## config.mk

```make
export PLATFORM = sky130hd
export DESIGN_NAME = srg_rate_gen
export DESIGN_NICKNAME = d
export VERILOG_FILES = /design/src/logic/srg_pkg.sv /design/src/logic/srg_rate_gen.sv
export SDC_FILE = /design/constraint.sdc
export NUM_CORES = 1
export LEC_CHECK = 0
export ABC_AREA = 1
export BUFFER_PORTS_ARGS = -buffer_cell sky130_fd_sc_hd__buf_4
export CAP_MARGIN = 15
export CORE_MARGIN = 3
export CORE_UTILIZATION = 40
export CTS_CLUSTER_DIAMETER = 50
export DETAILED_ROUTE_END_ITERATION = 7
export SLEW_MARGIN = 40
export SYNTH_ARGS = -nofsm -noshare
export SYNTH_HDL_FRONTEND = slang
export SYNTH_SLANG_ARGS = --single-unit
```

## constraint.sdc

```tcl
create_clock -name clk -period 3.1 [get_ports clk]
set_clock_uncertainty 0.1 [all_clocks]
set_input_delay 0 -clock clk [delete_from_list [all_inputs] [get_ports clk]]
set_output_delay 0 -clock clk [all_outputs]
set_load 0.02 [all_outputs]
```

## src/logic/srg_pkg.sv

```systemverilog
// Package for the serial rate generator: register map, fields and state
package srg_pkg;
  // ************************************
  // Register offsets
  // ************************************
  localparam logic [2:0] SRG_RATE_CONTROL = 3'h0;
  localparam logic [2:0] SRG_DIV_LOW = 3'h1;
  localparam logic [2:0] SRG_DIV_HIGH = 3'h2;
  localparam logic [2:0] SRG_PORT_CONTROL = 3'h3;
  localparam logic [2:0] SRG_IRQ_STATUS = 3'h4;
  localparam logic [2:0] SRG_IRQ_MASK = 3'h5;
  localparam logic [2:0] SRG_LINE_STATUS = 3'h6;
  // ************************************
  // Field positions and masks
  // ************************************
  localparam int SRG_RC_OVF = 7;
  localparam int SRG_RC_IDLE = 6;
  localparam int SRG_RC_POL = 4;
  localparam int SRG_RC_WIDE = 3;
  localparam int SRG_RC_WAKE = 1;
  localparam int SRG_RC_ARD = 0;
  localparam logic [7:0] SRG_RC_WMASK = 8'h9b;
  localparam int SRG_PC_EN = 0;
  localparam int SRG_PC_SYNC = 1;
  localparam int SRG_PC_HS = 2;
  localparam int SRG_PC_MASTER = 3;
  localparam logic [7:0] SRG_PC_WMASK = 8'h0f;
  localparam int SRG_IRQ_WAKE = 0;
  localparam int SRG_IRQ_DONE = 1;
  localparam int SRG_IRQ_OVF = 2;
  // ************************************
  // Prescaler terminal counts and reset values
  // ************************************
  localparam logic [6:0] SRG_PRE_64 = 7'h3f;
  localparam logic [6:0] SRG_PRE_16 = 7'h0f;
  localparam logic [6:0] SRG_PRE_4 = 7'h03;
  localparam logic [6:0] SRG_PRE_SYNC = 7'h01;
  localparam logic [2:0] SRG_ABD_SUB = 3'h7;
  localparam logic [2:0] SRG_ABD_RISES = 3'h4;
  localparam logic [7:0] SRG_RC_RST = 8'h00;
  localparam logic [7:0] SRG_PC_RST = 8'h00;
  // ************************************
  // Types
  // ************************************
  typedef enum logic [1:0] {
    SRG_ABD_IDLE = 2'b00,
    SRG_ABD_WAIT = 2'b01,
    SRG_ABD_MEAS = 2'b10
  } srg_abd_t;
  typedef struct packed {
    logic [2:0] addr;
    logic [7:0] wdata;
    logic wr;
    logic rd;
  } srg_bus_t;
  typedef struct packed {
    logic [7:0] rc;
    logic [15:0] div;
    logic [7:0] pc;
    logic [2:0] ist;
    logic [2:0] imask;
    logic [6:0] pre;
    logic [15:0] cnt;
    logic tick;
    logic sck;
    logic [2:0] rx_hist;
    logic rx_lvl;
    logic rx_prev;
    logic ext_prev;
    srg_abd_t abd;
    logic [2:0] abd_sub;
    logic [2:0] rises;
    logic [15:0] meas;
    logic wake_arm;
    logic [7:0] rdata;
  } srg_state_t;
  localparam srg_state_t SRG_STATE_RST = '{
    rc: SRG_RC_RST, pc: SRG_PC_RST, rx_hist: 3'h7, rx_lvl: 1'b1,
    rx_prev: 1'b1, abd: SRG_ABD_IDLE, default: '0};
endpackage

```

## src/logic/srg_rate_gen.sv

```systemverilog
// Serial port rate generator with auto rate detect, wake-up and rx vote
//
// Decided for this implementation: strobed register access and the placing of the registers.
`timescale 1ns/10ps
// Notes on behaviour
// - Counter is 8-bit after reset; wide select makes it 16-bit, high byte ignored else.
// - One divisor counter serves both asynchronous and synchronous modes.
// - Divisor n sets a free-running timer period of n plus one.
// - Async rate is clock over 64(n+1), or 16(n+1) with high-speed set; wide select makes these 16(n+1) and 4(n+1).
// - Sync mode ignores high-speed; rate is clock over 4(n+1).
// - In sync mode divisor timing applies only as master; slave takes the external clock.
// - Any divisor byte write clears the counter at once.
// - Runs on the system clock; software rewrites divisors if it changes.
// - Receive pin level is a majority vote of three samples.
// - Rate control bits 5 and 2 ignore writes and read zero.
// - Port enable turns the port and its pins on; clear disables it.
module srg_rate_gen (
  input wire logic clk,
  input wire logic resetn,
  input wire srg_pkg::srg_bus_t bus,
  input wire logic rx_in,
  input wire logic ext_clk_in,
  input wire logic rx_active,
  output logic [7:0] rdata,
  output logic bit_tick,
  output logic rx_level,
  output logic sck_out,
  output logic sck_oe,
  output logic pins_en,
  output logic irq
);
  import srg_pkg::*;

  srg_state_t s_reg;
  srg_state_t s_next;
  logic en;
  logic sync;
  logic hs;
  logic master;
  logic wide;
  logic own_clk;
  logic [6:0] pre_top;
  logic [15:0] top;
  logic pre_wrap;
  logic cnt_wrap;
  logic div_wr;
  logic cfg_wr;
  logic rx_fall;
  logic rx_rise;
  logic ext_edge;
  logic rx_idle;
  logic [7:0] rc_view;

  function automatic logic maj3(input logic [2:0] v);
    maj3 = (v[0] & v[1]) | (v[0] & v[2]) | (v[1] & v[2]);
  endfunction

  // ************************************
  // Mode decode
  // ************************************
  always_comb begin
    en = s_reg.pc[SRG_PC_EN];
    sync = s_reg.pc[SRG_PC_SYNC];
    hs = s_reg.pc[SRG_PC_HS];
    master = s_reg.pc[SRG_PC_MASTER];
    wide = s_reg.rc[SRG_RC_WIDE];
    own_clk = master | ~sync;
    if (sync) begin
      pre_top = SRG_PRE_SYNC;
    end else if (wide) begin
      pre_top = hs ? SRG_PRE_4 : SRG_PRE_16;
    end else begin
      pre_top = hs ? SRG_PRE_16 : SRG_PRE_64;
    end
    top = wide ? s_reg.div : {8'h00, s_reg.div[7:0]};
    pre_wrap = s_reg.pre >= pre_top;
    cnt_wrap = pre_wrap & (s_reg.cnt >= top);
    div_wr = bus.wr & ((bus.addr == SRG_DIV_LOW) | (bus.addr == SRG_DIV_HIGH));
    cfg_wr = bus.wr & (bus.addr <= SRG_PORT_CONTROL);
    rx_fall = s_reg.rx_prev & ~s_reg.rx_lvl;
    rx_rise = ~s_reg.rx_prev & s_reg.rx_lvl;
    ext_edge = ext_clk_in & ~s_reg.ext_prev;
    rx_idle = ~rx_active & (s_reg.abd == SRG_ABD_IDLE);
    rc_view = s_reg.rc & SRG_RC_WMASK;
    rc_view[SRG_RC_IDLE] = rx_idle;
  end

  // ************************************
  // Next state
  // ************************************
  always_comb begin
    s_next = s_reg;
    s_next.tick = 1'b0;
    s_next.rdata = 8'h00;
    // Register writes come first so hardware events win
    if (bus.wr) begin
      if (bus.addr == SRG_RATE_CONTROL) begin
        s_next.rc = bus.wdata & SRG_RC_WMASK;
      end else if (bus.addr == SRG_DIV_LOW) begin
        s_next.div[7:0] = bus.wdata;
      end else if (bus.addr == SRG_DIV_HIGH) begin
        s_next.div[15:8] = bus.wdata;
      end else if (bus.addr == SRG_PORT_CONTROL) begin
        s_next.pc = bus.wdata & SRG_PC_WMASK;
      end else if (bus.addr == SRG_IRQ_STATUS) begin
        s_next.ist = s_reg.ist & ~bus.wdata[2:0];
      end else if (bus.addr == SRG_IRQ_MASK) begin
        s_next.imask = bus.wdata[2:0];
      end
    end
    if (bus.rd) begin
      if (bus.addr == SRG_RATE_CONTROL) begin
        s_next.rdata = rc_view;
      end else if (bus.addr == SRG_DIV_LOW) begin
        s_next.rdata = s_reg.div[7:0];
      end else if (bus.addr == SRG_DIV_HIGH) begin
        s_next.rdata = s_reg.div[15:8];
      end else if (bus.addr == SRG_PORT_CONTROL) begin
        s_next.rdata = s_reg.pc;
      end else if (bus.addr == SRG_IRQ_STATUS) begin
        s_next.rdata = {5'h00, s_reg.ist};
      end else if (bus.addr == SRG_IRQ_MASK) begin
        s_next.rdata = {5'h00, s_reg.imask};
      end else if (bus.addr == SRG_LINE_STATUS) begin
        s_next.rdata = {5'h00, s_reg.abd != SRG_ABD_IDLE, s_reg.sck, s_reg.rx_lvl};
      end
    end

    // ************************************
    // Receive pin vote
    // ************************************
    s_next.rx_hist = {s_reg.rx_hist[1:0], rx_in};
    s_next.rx_lvl = maj3(s_next.rx_hist);
    s_next.rx_prev = s_reg.rx_lvl;
    s_next.ext_prev = ext_clk_in;

    // ************************************
    // Shared divisor timer, system clock only
    // ************************************
    if (!en || div_wr || cfg_wr) begin
      s_next.pre = 7'h00;
      s_next.cnt = 16'h0000;
      s_next.sck = s_reg.rc[SRG_RC_POL];
    end else begin
      s_next.pre = pre_wrap ? 7'h00 : s_reg.pre + 7'h01;
      if (pre_wrap) begin
        s_next.cnt = cnt_wrap ? 16'h0000 : s_reg.cnt + 16'h0001;
      end
      if (!sync) begin
        s_next.tick = cnt_wrap;
        s_next.sck = s_reg.rc[SRG_RC_POL];
      end else if (master) begin
        // Half period per rollover gives clock over 4(n+1)
        if (cnt_wrap) begin
          s_next.sck = ~s_reg.sck;
          s_next.tick = s_reg.sck != s_reg.rc[SRG_RC_POL];
        end
      end else begin
        s_next.tick = ext_edge;
        s_next.sck = s_reg.rc[SRG_RC_POL];
      end
    end

    // ************************************
    // Auto rate detect
    // ************************************
    case (s_reg.abd)
      SRG_ABD_IDLE: begin
        if (en && !sync && s_reg.rc[SRG_RC_ARD]) begin
          s_next.abd = SRG_ABD_WAIT;
        end
      end
      SRG_ABD_WAIT: begin
        if (!s_next.rc[SRG_RC_ARD] || !en || sync) begin
          s_next.abd = SRG_ABD_IDLE;
        end else if (rx_fall) begin
          s_next.abd = SRG_ABD_MEAS;
          s_next.meas = 16'h0000;
          s_next.abd_sub = 3'h0;
          s_next.rises = 3'h0;
        end
      end
      SRG_ABD_MEAS: begin
        if (!s_next.rc[SRG_RC_ARD] || !en || sync) begin
          s_next.abd = SRG_ABD_IDLE;
        end else if (rx_rise && s_reg.rises == SRG_ABD_RISES) begin
          s_next.div = s_reg.meas;
          s_next.rc[SRG_RC_ARD] = 1'b0;
          s_next.ist[SRG_IRQ_DONE] = 1'b1;
          s_next.abd = SRG_ABD_IDLE;
        end else begin
          if (rx_rise) begin
            s_next.rises = s_reg.rises + 3'h1;
          end
          if (pre_wrap) begin
            s_next.abd_sub = s_reg.abd_sub + 3'h1;
            if (s_reg.abd_sub == SRG_ABD_SUB) begin
              s_next.meas = s_reg.meas + 16'h0001;
              if (s_reg.meas == 16'hffff) begin
                s_next.rc[SRG_RC_OVF] = 1'b1;
                s_next.ist[SRG_IRQ_OVF] = 1'b1;
              end
            end
          end
        end
      end
      default: begin
        s_next.abd = SRG_ABD_IDLE;
      end
    endcase

    // ************************************
    // Wake on receive
    // ************************************
    if (!s_next.rc[SRG_RC_WAKE] || !en || sync) begin
      s_next.wake_arm = 1'b0;
    end else if (s_reg.wake_arm && rx_rise) begin
      s_next.rc[SRG_RC_WAKE] = 1'b0;
      s_next.wake_arm = 1'b0;
    end else if (rx_fall) begin
      s_next.ist[SRG_IRQ_WAKE] = 1'b1;
      s_next.wake_arm = 1'b1;
    end
  end

  always_ff @(posedge clk or negedge resetn) begin
    if (!resetn) begin
      s_reg <= SRG_STATE_RST;
    end else begin
      s_reg <= s_next;
    end
  end

  // ************************************
  // Outputs
  // ************************************
  assign rdata = s_reg.rdata;
  assign bit_tick = s_reg.tick;
  assign rx_level = s_reg.rx_lvl;
  assign sck_out = s_reg.sck;
  assign sck_oe = en & sync & master;
  assign pins_en = en;
  assign irq = |(s_reg.ist & s_reg.imask);

  // ************************************
  // Assertions
  // ************************************
  a_div_write_clear: assert property (@(posedge clk) disable iff (!resetn)
    div_wr |=> (s_reg.cnt == 16'h0000) && (s_reg.pre == 7'h00))
    else $error("divisor write did not clear timer");

  a_narrow_high_ignored: assert property (@(posedge clk) disable iff (!resetn)
    !wide |-> s_reg.cnt[15:8] == 8'h00)
    else $error("8-bit counter used high byte");

  a_async_slow_tick: assert property (@(posedge clk) disable iff (!resetn)
    en && !sync && !wide && !hs && !bus.wr && s_reg.pre == 7'h3f && s_reg.cnt == top
    |=> s_reg.tick)
    else $error("async divide by 64 missed tick");

  a_async_fast_pre: assert property (@(posedge clk) disable iff (!resetn)
    en && !sync && !wide && hs && !bus.wr |=> s_reg.pre <= 7'h0f)
    else $error("high-speed prescale too long");

  a_sync_pre: assert property (@(posedge clk) disable iff (!resetn)
    en && sync && !bus.wr |=> s_reg.pre <= 7'h01)
    else $error("sync prescale ignores high-speed wrongly");

  a_slave_tick: assert property (@(posedge clk) disable iff (!resetn)
    en && sync && !master && ext_edge |=> s_reg.tick)
    else $error("slave tick not taken from external clock");

  a_rx_vote: assert property (@(posedge clk) disable iff (!resetn)
    !rx_in [*3] |=> ##1 !s_reg.rx_lvl)
    else $error("majority vote did not follow low level");

  a_reserved_zero: assert property (@(posedge clk) disable iff (!resetn)
    bus.rd && bus.addr == SRG_RATE_CONTROL |=> rdata[5] == 1'b0 && rdata[2] == 1'b0)
    else $error("reserved rate control bits read nonzero");

  a_disabled_quiet: assert property (@(posedge clk) disable iff (!resetn)
    !en |=> s_reg.cnt == 16'h0000 && !s_reg.tick)
    else $error("disabled port timer running");

  a_ovf_sticky: assert property (@(posedge clk) disable iff (!resetn)
    s_reg.rc[SRG_RC_OVF] && !(bus.wr && bus.addr == SRG_RATE_CONTROL)
    |=> s_reg.rc[SRG_RC_OVF])
    else $error("rollover flag lost");

  a_wake_irq: assert property (@(posedge clk) disable iff (!resetn)
    en && !sync && s_reg.rc[SRG_RC_WAKE] && rx_fall |=> s_reg.ist[SRG_IRQ_WAKE])
    else $error("wake edge did not set status");

  a_tick_single: assert property (@(posedge clk) disable iff (!resetn)
    s_reg.tick |=> !s_reg.tick)
    else $error("bit tick longer than one cycle");

  a_cfg_write_clear: assert property (@(posedge clk) disable iff (!resetn)
    cfg_wr |=> (s_reg.cnt == 16'h0000) && (s_reg.pre == 7'h00))
    else $error("configuration write did not clear timer");

  a_async_sck_idle: assert property (@(posedge clk) disable iff (!resetn)
    !sync |=> s_reg.sck == $past(s_reg.rc[SRG_RC_POL]))
    else $error("async clock output left idle level");

  a_sync_toggle: assert property (@(posedge clk) disable iff (!resetn)
    en && sync && master && cnt_wrap && !bus.wr |=> s_reg.sck != $past(s_reg.sck))
    else $error("sync master clock did not toggle");

  a_slave_sck_idle: assert property (@(posedge clk) disable iff (!resetn)
    en && sync && !master && !bus.wr |=> s_reg.sck == $past(s_reg.rc[SRG_RC_POL]))
    else $error("slave drove its own clock");

  a_rdata_idle: assert property (@(posedge clk) disable iff (!resetn)
    !bus.rd |=> rdata == 8'h00)
    else $error("read data outside read cycle");

  a_rc_unimpl_store: assert property (@(posedge clk) disable iff (!resetn)
    s_reg.rc[5] == 1'b0 && s_reg.rc[2] == 1'b0)
    else $error("unimplemented rate control bit stored");

  a_vote_high: assert property (@(posedge clk) disable iff (!resetn)
    rx_in [*3] |=> ##1 s_reg.rx_lvl)
    else $error("majority vote did not follow high level");

  a_abd_sync_off: assert property (@(posedge clk) disable iff (!resetn)
    sync |=> s_reg.abd == SRG_ABD_IDLE)
    else $error("auto rate detect active in sync mode");

  a_abd_load: assert property (@(posedge clk) disable iff (!resetn)
    s_reg.abd == SRG_ABD_MEAS && rx_rise && s_reg.rises == SRG_ABD_RISES && en && !sync
    && s_reg.rc[SRG_RC_ARD] && !cfg_wr |=> !s_reg.rc[SRG_RC_ARD] && s_reg.ist[SRG_IRQ_DONE])
    else $error("auto rate detect did not finish");

  a_ovf_idle: assert property (@(posedge clk) disable iff (!resetn)
    s_reg.abd == SRG_ABD_IDLE && !cfg_wr |=> s_reg.rc[SRG_RC_OVF] == $past(s_reg.rc[SRG_RC_OVF]))
    else $error("rollover flag changed outside measurement");

  a_done_sticky: assert property (@(posedge clk) disable iff (!resetn)
    s_reg.ist[SRG_IRQ_DONE] && !(bus.wr && bus.addr == SRG_IRQ_STATUS)
    |=> s_reg.ist[SRG_IRQ_DONE])
    else $error("auto rate done status lost");

  a_wake_clear: assert property (@(posedge clk) disable iff (!resetn)
    en && !sync && s_reg.rc[SRG_RC_WAKE] && s_reg.wake_arm && rx_rise
    |=> !s_reg.rc[SRG_RC_WAKE])
    else $error("wake enable not cleared on rising edge");

  a_disabled_no_abd: assert property (@(posedge clk) disable iff (!resetn)
    !en |=> s_reg.abd == SRG_ABD_IDLE)
    else $error("auto rate detect active while disabled");

  c_async_tick: cover property (@(posedge clk) disable iff (!resetn)
    en && !sync && s_reg.tick);
  c_sync_master: cover property (@(posedge clk) disable iff (!resetn)
    sck_oe && s_reg.tick);
  c_abd_done: cover property (@(posedge clk) disable iff (!resetn)
    s_reg.abd == SRG_ABD_MEAS ##1 s_reg.abd == SRG_ABD_IDLE);
  c_wake: cover property (@(posedge clk) disable iff (!resetn)
    s_reg.wake_arm ##1 !s_reg.rc[SRG_RC_WAKE]);
  c_slave_tick: cover property (@(posedge clk) disable iff (!resetn)
    en && sync && !master && s_reg.tick);
endmodule

```

==> metrics.txt, run 1 <==
slowest stage delay, CP 0.49 ns; endpoints failing setup 0; CTS root buf clkbuf_16; Antenna Cells 0; Post-Syn Instances 743; critical path's slowest cell dfrtp_1; Top cell by count, worst path nand2_1; final hold vios 0; GPL Wtd Cong 0.8812; largest net degree at the start of global routing 48; Synth Flop Type dfrtp_1; clock transition at the registers of the reported paths 0.07 ns; synth warn 0; Die Ht 125.0 um; clk buf depth 2; Post CTS Setup Buffer Count 0; final instance area 0.006494 mm2; share of layout cells above drive strength 1 9.494%; Pre-antenna DRT Iters 5; FILL cells 1384; Final Cycle Share 88.49%; worst skew pair latency 0.35 ns; status finished, final reports clean; post-synthesis sequential area ratio 41.64%; Cell Chain, Critical Path inv_1, o21ai_0, ha_1, a21oi_1, nand2_1, nand3_1, nand3_1, nand2_1, buf_4, o21ai_1, nand2_1; Worst Setup Path Type flip-flop to flip-flop; f_max 0.3645 GHz; DRC 0; num ports 32; max FFs per register 73; CP Data Required Time 3.29 ns; IO Port Bufs 31; Tot GR Track Use 19.02%; CTS Buf Count 9; DP Worst Slack 0.3946 ns; Power Density 477.7 mW/mm2; die area 0.01562 mm2; distinct cell type count after synthesis 42; #FFs+latches synth 94; area occupied by multi-input gates 0.002835 mm2; WL/cell 14.86 um; max-slew violation count 0; clock sinks 94; gr ovfl total 0; worst-margin pin slew 0.6420 ns; syn avg cell area 7.620 um2; first-pass GRT wire length 24380 um; hold buffers post-CTS 17; Mapped Area 0.005662 mm2; H-tree Lvls 3; vias 5013; maxcap violations 0; worst hold path type input port to flip-flop; vias in the first global route 5067; worst setup margin 0.3568 ns; Post-synth EDFFs 0; Starting Density 41.76%; Peak VDD IR 0.3118 mV; Leakage 3.163 nW; setup TNS 0 ns; CTS tree done; shortest period the worst path allows 2.743 ns; Antenna Nets Post-Route 0; Synth-to-Final Area Change 14.70%; core region area 0.01356 mm2; Syn Nets 789; Synth async-reset ratio 100.0%; die width 125.0 um; placed cell count 934; via/cell ratio 5.189; Register Area 0.002357 mm2; Non-Filler Instances 966; critical-path maximum fanout 13; dpl hpwl 10850 um; Routed WL 14360 um; number of DRC markers in iteration 0 377; cells resized by post-CTS repair 0; area post-placement 0.006023 mm2; number of cell rows 42; startpoint types flip-flop; CP endpoint kind flip-flop; RSZ-0062 raised after global routing false; worst rel slew slack 57.20%; Critical Path AT 2.94 ns; Layout Nets 832; initial antenna violation count 0
==> cells in the final DEF (no fill, tap or decap), types with 2 or more instances in the layout <==
cell type,count
o21ai_4,2
dfrtp_1,90
nand2_1,185
dlygate4sd3_1,17
clkbuf_16,9
o21ai_1,15
o21ai_0,48
inv_2,3
nand2_2,4
nand3_1,52
xor2_1,21
buf_4,38
nor2_8,2
nand4_1,11
ha_1,28
a221oi_1,3
a211oi_1,2
xnor2_1,3
mux2i_1,2
a31oi_1,14
inv_1,82
dfstp_2,4
nor3_1,19
clkbuf_8,2
nor2_1,90
a21oi_1,21
nand2_4,4
==> cell families after synthesis <==
kind of cell,after synthesis,share of synthesized area (%)
and+or+nand+nor,373,28.42
AOI/OAI and AO/OA,112,11.23
buffers and inverters,109,8.287
DFF,94,41.64
adders and majority gates,29,6.365
xor gates and xnor gates,24,3.713
muxes,2,0.3536
==> metal layers <==
layer	wire, um	global-route usage, %
met1	6476	24.00
met2	6857	31.64
met3	598	4.307
met4	424	7.781
met5	0	0
==> path summary, 6_finish.rpt <==
check	startpoint	end	slack, ns	depth (start not counted)
setup / recovery	rc_view[3]	s_reg[16]	0.36	11
max in group asynchronous	resetn	s_next[37]	1.95	3
hold reg to reg	s_next[37]	s_next[38]	0.27	0
setup reg to reg	rc_view[3]	s_reg[16]	0.36	11
min in group asynchronous	resetn	master	0.12	2
hold / removal	bus[11]	rdata[0]	0.02	5
==> layout make-up <==
class	instances	area share [%]
well taps	176	3.391
clock buffers	12	3.950
inverters	86	5.010
multi-input cells	540	43.66
flip-flops and latches	94	36.30
clock inverters	3	0.6744
repair buffers	55	7.013
==> Yosys cell counts, types with 2 or more instances <==
cell	n	area (um2)
buf_4	9	67.56
inv_2	3	11.26
inv_1	82	307.8
mux2i_1	2	20.02
a211oi_1	2	15.01
xnor2_1	3	26.28
nor3_1	19	95.09
o21ai_1	15	75.07
nand2_1	185	694.4
nand2_2	4	25.02
buf_6	2	22.52
nand4_1	11	68.82
dfrtp_1	90	2252
clkbuf_1	5	18.77
a21oi_1	21	105.1
buf_2	7	35.03
nand2_4	4	45.04
o21ai_0	48	240.2
xor2_1	21	183.9
o21ai_4	2	32.53
dfstp_2	4	105.1
nor2_8	2	40.04
a221oi_1	3	26.28
nor2_1	90	337.8
nand3_1	52	260.3
a31oi_1	14	87.58
ha_1	28	350.3
==> through the flow <==
step	utilization, %	hold WS [ns]	power, mW
6_report	47.90	0.01535	3.102
5_1_grt	47.90	0.01996	3.278
4_1_cts	47.90	0.001064	3.140
3_5_place_dp	44.43	-0.03380	1.978
3_3_place_gp	44.43	-0.03463	1.958
2_1_floorplan	-	-0.3956	1.785
==> worst max-delay path, delay by kind of cell, from the launching register on <==
family	cells	cell delay, ns
AND/OR/NAND/NOR	5	0.87
AO/OA/AOI/OAI	3	0.54
flip-flops	1	0.49
buffers and inverters	2	0.35
adder cells (fa/ha/maj)	1	0.32
==> where the power goes <==
part	switching [mW]	total, mW	leakage, nW	internal [mW]
clock network	0.469	1.13	0.149	0.665
logic	0.353	0.551	1.77	0.198
registers	0.0889	1.42	1.25	1.33
total	0.911	3.10	3.16	2.19
(Power assumes the default switching activity.)
==> inputs of run 2 (changes only) <==
--- a/config.mk
+++ b/config.mk
@@ -5,7 +5,8 @@
 export SDC_FILE = /design/constraint.sdc
 export NUM_CORES = 1
 export LEC_CHECK = 0
-export ABC_AREA = 1
+export ABC_AREA = 0
+export ABC_CLOCK_PERIOD_IN_PS = 3100
 export BUFFER_PORTS_ARGS = -buffer_cell sky130_fd_sc_hd__buf_4
 export CAP_MARGIN = 15
 export CORE_MARGIN = 3
==> run 2 against run 1 <==
Sequential power up 6%; maximum frequency down 4.4%; combinational power up 26%; sequential cell count unchanged; final cell count down 19%; routed wire length down 6.5%; non-clock buffer count up 2; core utilization up 0.52 points; critical path type unchanged; largest cell class unchanged; highest routed layer unchanged.
==> metrics.txt, run 2 <==
status finished, final reports clean; core region area 0.01288 mm2 (-5.0%); maxcap violations 0 (unchanged); max-slew violation count 0 (unchanged); RSZ-0062 raised after global routing false; Antenna Nets Post-Route 0 (unchanged); number of cell rows 41 (-2.4%); Post-synth EDFFs 0 (unchanged); Clk pwr share 35.3% (-1.3 points); WL/cell 17.24 um (+16%); Post-Syn Instances 565 (-24%); Starting Density 41.83% (+0.074 points); syn avg cell area 9.533 um2 (+25%); Die Ht 122.0 um (-2.3%); worst rel slew slack 51.29% (-5.9 points); worst hold path type input port to async pin; Worst Setup Path Type flip-flop to flip-flop; first-pass GRT wire length 22410 um (-8.1%); critical-path maximum fanout 15 (+2); DRC 0 (unchanged); vias in the first global route 4305 (-15%); share of layout cells above drive strength 1 13.67% (+4.2 points); distinct cell type count after synthesis 60 (+43%); max FFs per register 73 (unchanged); worst setup margin 0.2316 ns (-0.1252 ns); Synth async-reset ratio 100.0% (unchanged); Mapped Area 0.005386 mm2 (-4.9%); cell accounting for the most synthesized area dfrtp_1; CTS tree done; worst skew pair latency 0.35 ns (about the same); startpoint types flip-flop; Switching Share 29.60% (+0.24 points); Routed WL 13430 um (-6.5%); final hold vios 0 (unchanged); DP Worst Slack 0.2625 ns (-0.1321 ns); top cells by count, synth 90 x dfrtp_1, 64 x nor2_1, 55 x nand2_1; Pint 2.385 mW (+8.8%); final hold slack 0.01538 ns (+0.00003660 ns); synth warn 0 (unchanged); CTS Buf Count 9 (unchanged); Yosys top cell area share 41.81% (+2.0 points); Synth Flop Type dfrtp_1; most frequent cell after synthesis dfrtp_1; post-synthesis sequential area ratio 43.76% (+2.1 points); IO Port Bufs 31 (unchanged); Tot GR Track Use 19.19% (+0.17 points); via/cell ratio 5.447 (+5.0%); initial antenna violation count 0 (unchanged); Synth-to-Final Area Change 15.73%; sequential share of power 44.2% (-1.5 points); Pre-antenna DRT Iters 5 (unchanged); Syn Nets 611 (-23%); clock sinks 94 (unchanged); Antenna Cells 0 (unchanged); worst-margin pin slew 0.7291 ns (+0.08710 ns); f_max 0.3486 GHz (-4.4%); Critical Path AT 2.97 ns (+0.03 ns); largest net degree at the start of global routing 35 (-27%); #FFs+latches synth 94 (unchanged); H-tree Lvls 3 (unchanged); clk buf depth 2 (unchanged); top post-synthesis cells by area dfrtp_1 42%, ha_1 6.5%, mux2i_1 4.8%; commonest cells after routing, fill and taps aside 90 x dfrtp_1, 63 x nor2_1, 55 x nand2_1; Leakage 2.773 nW (-12%); gr ovfl total 0 (unchanged); Power Density 543.5 mW/mm2 (+14%); dpl hpwl 9835 um (-9.3%); Sw Pwr 1.003 mW (+10%); die area 0.01490 mm2 (-4.6%); CTS root buf clkbuf_16; Final Cycle Share 92.53% (+4.0 points); Comb power frac 20.5% (+2.7 points); number of DRC markers in iteration 0 439 (+16%); shortest period the worst path allows 2.868 ns (+0.1252 ns); Peak VDD IR 0.2779 mV (-11%); endpoints failing setup 0 (unchanged); Layout Nets 648 (-22%); CP Data Required Time 3.20 ns (-0.09 ns); die width 122.0 um (-2.3%); clock transition at the registers of the reported paths 0.06 ns (about the same); GPL Wtd Cong 0.8692 (-1.4%); vias 4243 (-15%); num ports 32 (unchanged); most common cell after layout, fill and taps aside dfrtp_1; CP endpoint kind flip-flop
[run 2: cell count changes after synthesis, sizes merged, moves of 8 or more]
| cell | previous run | this run |
|---|---|---|
| inv | 86 | 18 |
| nand3 | 52 | 22 |
| o21ai | 65 | 25 |
| nor2 | 93 | 66 |
| mux2i | 2 | 26 |
| mux2 | 0 | 10 |
| and2 | 0 | 11 |
| clkbuf | 5 | 14 |
| a21oi | 22 | 35 |
| and3 | 0 | 14 |
| xnor2 | 3 | 15 |
| a31oi | 14 | 2 |
| xor2 | 21 | 13 |
| nand2 | 193 | 55 |
[run 2: final cells by class]
class | instances | area, um2
Fill cell | 1218 | 6643
Multi-Input combinational cell | 421 | 2808
Sequential cell | 94 | 2357
Timing Repair Buffer | 57 | 465.4
Clock buffer | 12 | 246.5
Tap cell | 172 | 215.2
Inverter | 19 | 71.32
Clock inverter | 4 | 70.07
[run 2: cells by family (layout without fill, tap and decap cells)]
family	after synthesis	after routing	synth area share, %
and+or+nand+nor	235	235	21.84
xor gates and xnor gates	28	28	4.553
muxes	39	39	8.246
buffers and inverters	50	92	4.645
AOI/OAI and AO/OA	90	90	10.27
adders and majority gates	29	29	6.690
DFF	94	94	43.76
[run 2: timing repair]
action	in CTS	in global routing
resized for setup	0	1
endpoints found under the setup margin	0	6
setup buffers	0	0
hold endpoints to repair	132	0
hold buffers	15	0
[run 2: critical path, cell delays in order, from the launching register on]
cell,delay (ns)
dfrtp_1,0.34
buf_4,0.16
nand2_1,0.07
ha_1,0.33
nand4_1,0.11
nor3_1,0.30
o21ai_0,0.23
a31oi_1,0.45
nand2b_1,0.52
nor2_1,0.11
[run 2: layer usage]
layer / GRT usage, % / share of wire, % / vias to the layer above
met1: 26.40 / 47 / 2074
met5: 0 / 0 / -
met4: 7.493 / 2.5 / 0
met3: 3.064 / 4.0 / 24
met2: 30.42 / 46 / 92
li1: - / - / 2053
[run 2: final timing paths]
check | slack, ns | depth (start not counted) | endpoint | start
setup / recovery | 0.23 | 9 | s_reg[45] | rc_view[3]
setup reg to reg | 0.23 | 9 | s_reg[45] | rc_view[3]
min in group clk | 0.02 | 6 | s_reg[69] | bus[1]
max in group asynchronous | 2.08 | 3 | rx_level | resetn
hold / removal | 0.02 | 2 | s_reg[52] | resetn
hold reg to reg | 0.27 | 0 | s_next[38] | s_next[37]
[run 2: stage by stage]
stage	setup TNS (ns)	power, mW	std cells	util, %	instance area, um2
floorplan	0	1.941	565	-	5386
global placement	-0.1253	2.164	748	44.56	5738
detailed placement	0	2.190	748	44.67	5752
CTS	0	3.411	779	48.29	6218
global route	0	3.560	779	48.41	6233
finish	0	3.388	779	48.41	6233
[run 2: power groups by stage]
stage               Combinational, mW  Sequential (mW)  Clock (mW)
finish                          0.693             1.50        1.20
floorplan                       0.472             1.47           0
global placement                0.653             1.51           0
CTS                             0.695             1.49        1.22
detailed placement              0.674             1.52           0
global route                    0.779             1.52        1.27
==> inputs of run 3 (changes only) <==
--- a/config.mk
+++ b/config.mk
@@ -6,11 +6,12 @@
 export NUM_CORES = 1
 export LEC_CHECK = 0
 export ABC_AREA = 0
-export ABC_CLOCK_PERIOD_IN_PS = 3100
+export ABC_CLOCK_PERIOD_IN_PS = 3600
 export BUFFER_PORTS_ARGS = -buffer_cell sky130_fd_sc_hd__buf_4
 export CAP_MARGIN = 15
 export CORE_MARGIN = 3
 export CORE_UTILIZATION = 40
+export CTS_BUF_LIST = sky130_fd_sc_hd__clkbuf_4
 export CTS_CLUSTER_DIAMETER = 50
 export DETAILED_ROUTE_END_ITERATION = 7
 export SLEW_MARGIN = 40
==> constraint.sdc (replaced) <==
create_clock -name clk -period 3.6 [get_ports clk]
set_clock_uncertainty 0.1 [all_clocks]
set_input_delay 0 -clock clk [delete_from_list [all_inputs] [get_ports clk]]
set_output_delay 0 -clock clk [all_outputs]
set_load 0.02 [all_outputs]
==> run 3 against run 2 <==
Cell area is 1.4% lower; critical path depth fell by 1; combinational power shrank 16%; die area stayed put; maximum frequency decreased by 8.3%; register-to-register slack gained 0.24 ns.
==> metrics.txt, run 3 (synthesis results as in run 2) <==
status finished, final reports clean; vias in the first global route 4209 (-2.2%); clock sinks 94 (unchanged); Antenna Cells 0 (unchanged); FILL cells 1229 (+0.90%); Power Density 425.5 mW/mm2 (-22%); met3 wire length 561 um (+4.3%); critical-path maximum fanout 17 (+2); CTS Buf Count 9 (unchanged); clock transition at the registers of the reported paths 0.14 ns (+0.08 ns); final hold vios 0 (unchanged); commonest cells after routing, fill and taps aside 90 x dfrtp_1, 63 x nor2_1, 55 x nand2_1; Tot GR Track Use 18.80% (-0.39 points); CP Data Required Time 3.91 ns (+0.71 ns); share of layout cells above drive strength 1 13.26% (-0.42 points); final instance area 0.006145 mm2 (-1.4%); gr ovfl total 0 (unchanged); core region area 0.01288 mm2 (unchanged); Peak VDD IR 0.1481 mV (-47%); CP endpoint kind flip-flop; cells resized by post-CTS repair 0 (unchanged); Synth-to-Final Area Change 14.08%; setup TNS 0 ns (unchanged); critical path's slowest cell dfrtp_1; worst rel slew slack 54.57% (+3.3 points); area post-placement 0.005718 mm2 (-0.59%); max FFs per register 73 (unchanged); f_max 0.3196 GHz (-8.3%); worst skew pair latency 0.49 ns (+0.14 ns); shortest period the worst path allows 3.129 ns (+0.2605 ns); Leakage 2.733 nW (-1.4%); number of cell rows 41 (unchanged); Final Cycle Share 86.91% (-5.6 points); Routed WL 13510 um (+0.57%); via/cell ratio 5.538 (+1.7%); CTS root buf clkbuf_4; Layout Nets 652 (+0.62%); Worst Setup Path Type flip-flop to flip-flop; max-slew violation count 0 (unchanged); largest net degree at the start of global routing 40 (+14%); IO Port Bufs 31 (unchanged); RSZ-0062 raised after global routing false; first-pass GRT wire length 21730 um (-3.0%); Die Ht 122.0 um (unchanged); Cell Chain, Critical Path or3_1, ha_1, a211oi_1, and2_1, nand3_1, nand2_1, or4_1, a21oi_1; Post CTS Setup Buffer Count 0 (unchanged); endpoints failing setup 0 (unchanged); vias 4336 (+2.2%); Antenna Nets Post-Route 0 (unchanged); slowest stage delay, CP 0.52 ns (about the same); dpl hpwl 9714 um (-1.2%); Pre-antenna DRT Iters 5 (unchanged); WL met1 6262 um (-1.2%); Critical Path AT 3.44 ns (+0.47 ns); Finished Core Util 47.72% (-0.69 points); clk buf depth 2 (unchanged); wire length on met2 6353 um (+2.2%); most common cell after layout, fill and taps aside dfrtp_1; crit-path leading delay family simple AND/OR/NAND/NOR gates; DP Worst Slack 0.5311 ns (+0.2686 ns); GPL Wtd Cong 0.8512 (-2.1%); Buf+Inv Stages, Crit Path 0 (-1); die width 122.0 um (unchanged); WL/cell 17.25 um (about the same); Starting Density 41.83% (unchanged); worst-margin pin slew 0.6625 ns (-0.06661 ns); die area 0.01490 mm2 (unchanged); maxcap violations 0 (unchanged); startpoint types flip-flop; number of DRC markers in iteration 0 477 (+8.7%); H-tree Lvls 3 (unchanged); CTS tree done; initial antenna violation count 0 (unchanged); DRC 0 (unchanged); worst setup margin 0.4711 ns (+0.2395 ns); max layer used met4; worst hold path type input port to flip-flop; num ports 32 (unchanged)
-- run 3: report_power, final --
| part | total, mW | switching [mW] | internal (mW) |
|---|---|---|---|
| combinational | 0.580 | 0.325 | 0.255 |
| clock | 0.734 | 0.370 | 0.364 |
| sequential | 1.30 | 0.133 | 1.17 |
-- run 3: worst paths after layout --
kind                       startpoint  depth (start not counted)          to  slack (ns)
setup / recovery           rc_view[3]                          8   s_reg[56]        0.47
hold / removal                  rx_in                          2  s_next[37]        0.07
setup reg to reg           rc_view[3]                          8   s_reg[56]        0.47
hold reg to reg            s_next[37]                          0  s_next[38]        0.28
max in group asynchronous      resetn                          4   s_reg[34]        2.46
min in group asynchronous      resetn                          4   s_reg[43]        0.51
-- run 3: worst reg2reg max path, stage by stage (launching register included) --
cell and delay (ns):
dfrtp_1 0.52, or3_1 0.46, ha_1 0.34, a211oi_1 0.10, and2_1 0.19, nand3_1 0.48
nand2_1 0.18, or4_1 0.51, a21oi_1 0.17
-- run 3: stage by stage --
| step | hold slack [ns] | total power [mW] | std cells |
|---|---|---|---|
| after floorplan | -0.3956 | 1.672 | 565 |
| after global placement | -0.08698 | 1.850 | 745 |
| after detailed placement | -0.08126 | 1.869 | 745 |
| after CTS | 0.03983 | 2.622 | 783 |
| after global routing | 0.05222 | 2.748 | 783 |
| final | 0.06565 | 2.615 | 783 |
-- run 3: per-layer routing --
layer | GRT usage, % | vias up
met1 | 25.69 | 2114
met4 | 7.843 | 0
met2 | 29.87 | 130
met5 | 0 | -
li1 | - | 2067
met3 | 2.878 | 25
-- run 3: layout make-up --
type | count | area (um2) | share of cell area (%)
multi-input cells | 421 | 2796 | 45.51
flip-flops and latches | 94 | 2357 | 38.36
repair buffers | 61 | 523.0 | 8.512
well taps | 172 | 215.2 | 3.502
clock inverters | 5 | 98.84 | 1.609
clock buffers | 11 | 82.58 | 1.344
inverters | 19 | 71.32 | 1.161
-- run 3: what timing repair did --
action / CTS / global route
hold endpoints to repair: 135 / 0
hold buffers: 22 / 0
endpoints found under the setup margin: 0 / 0
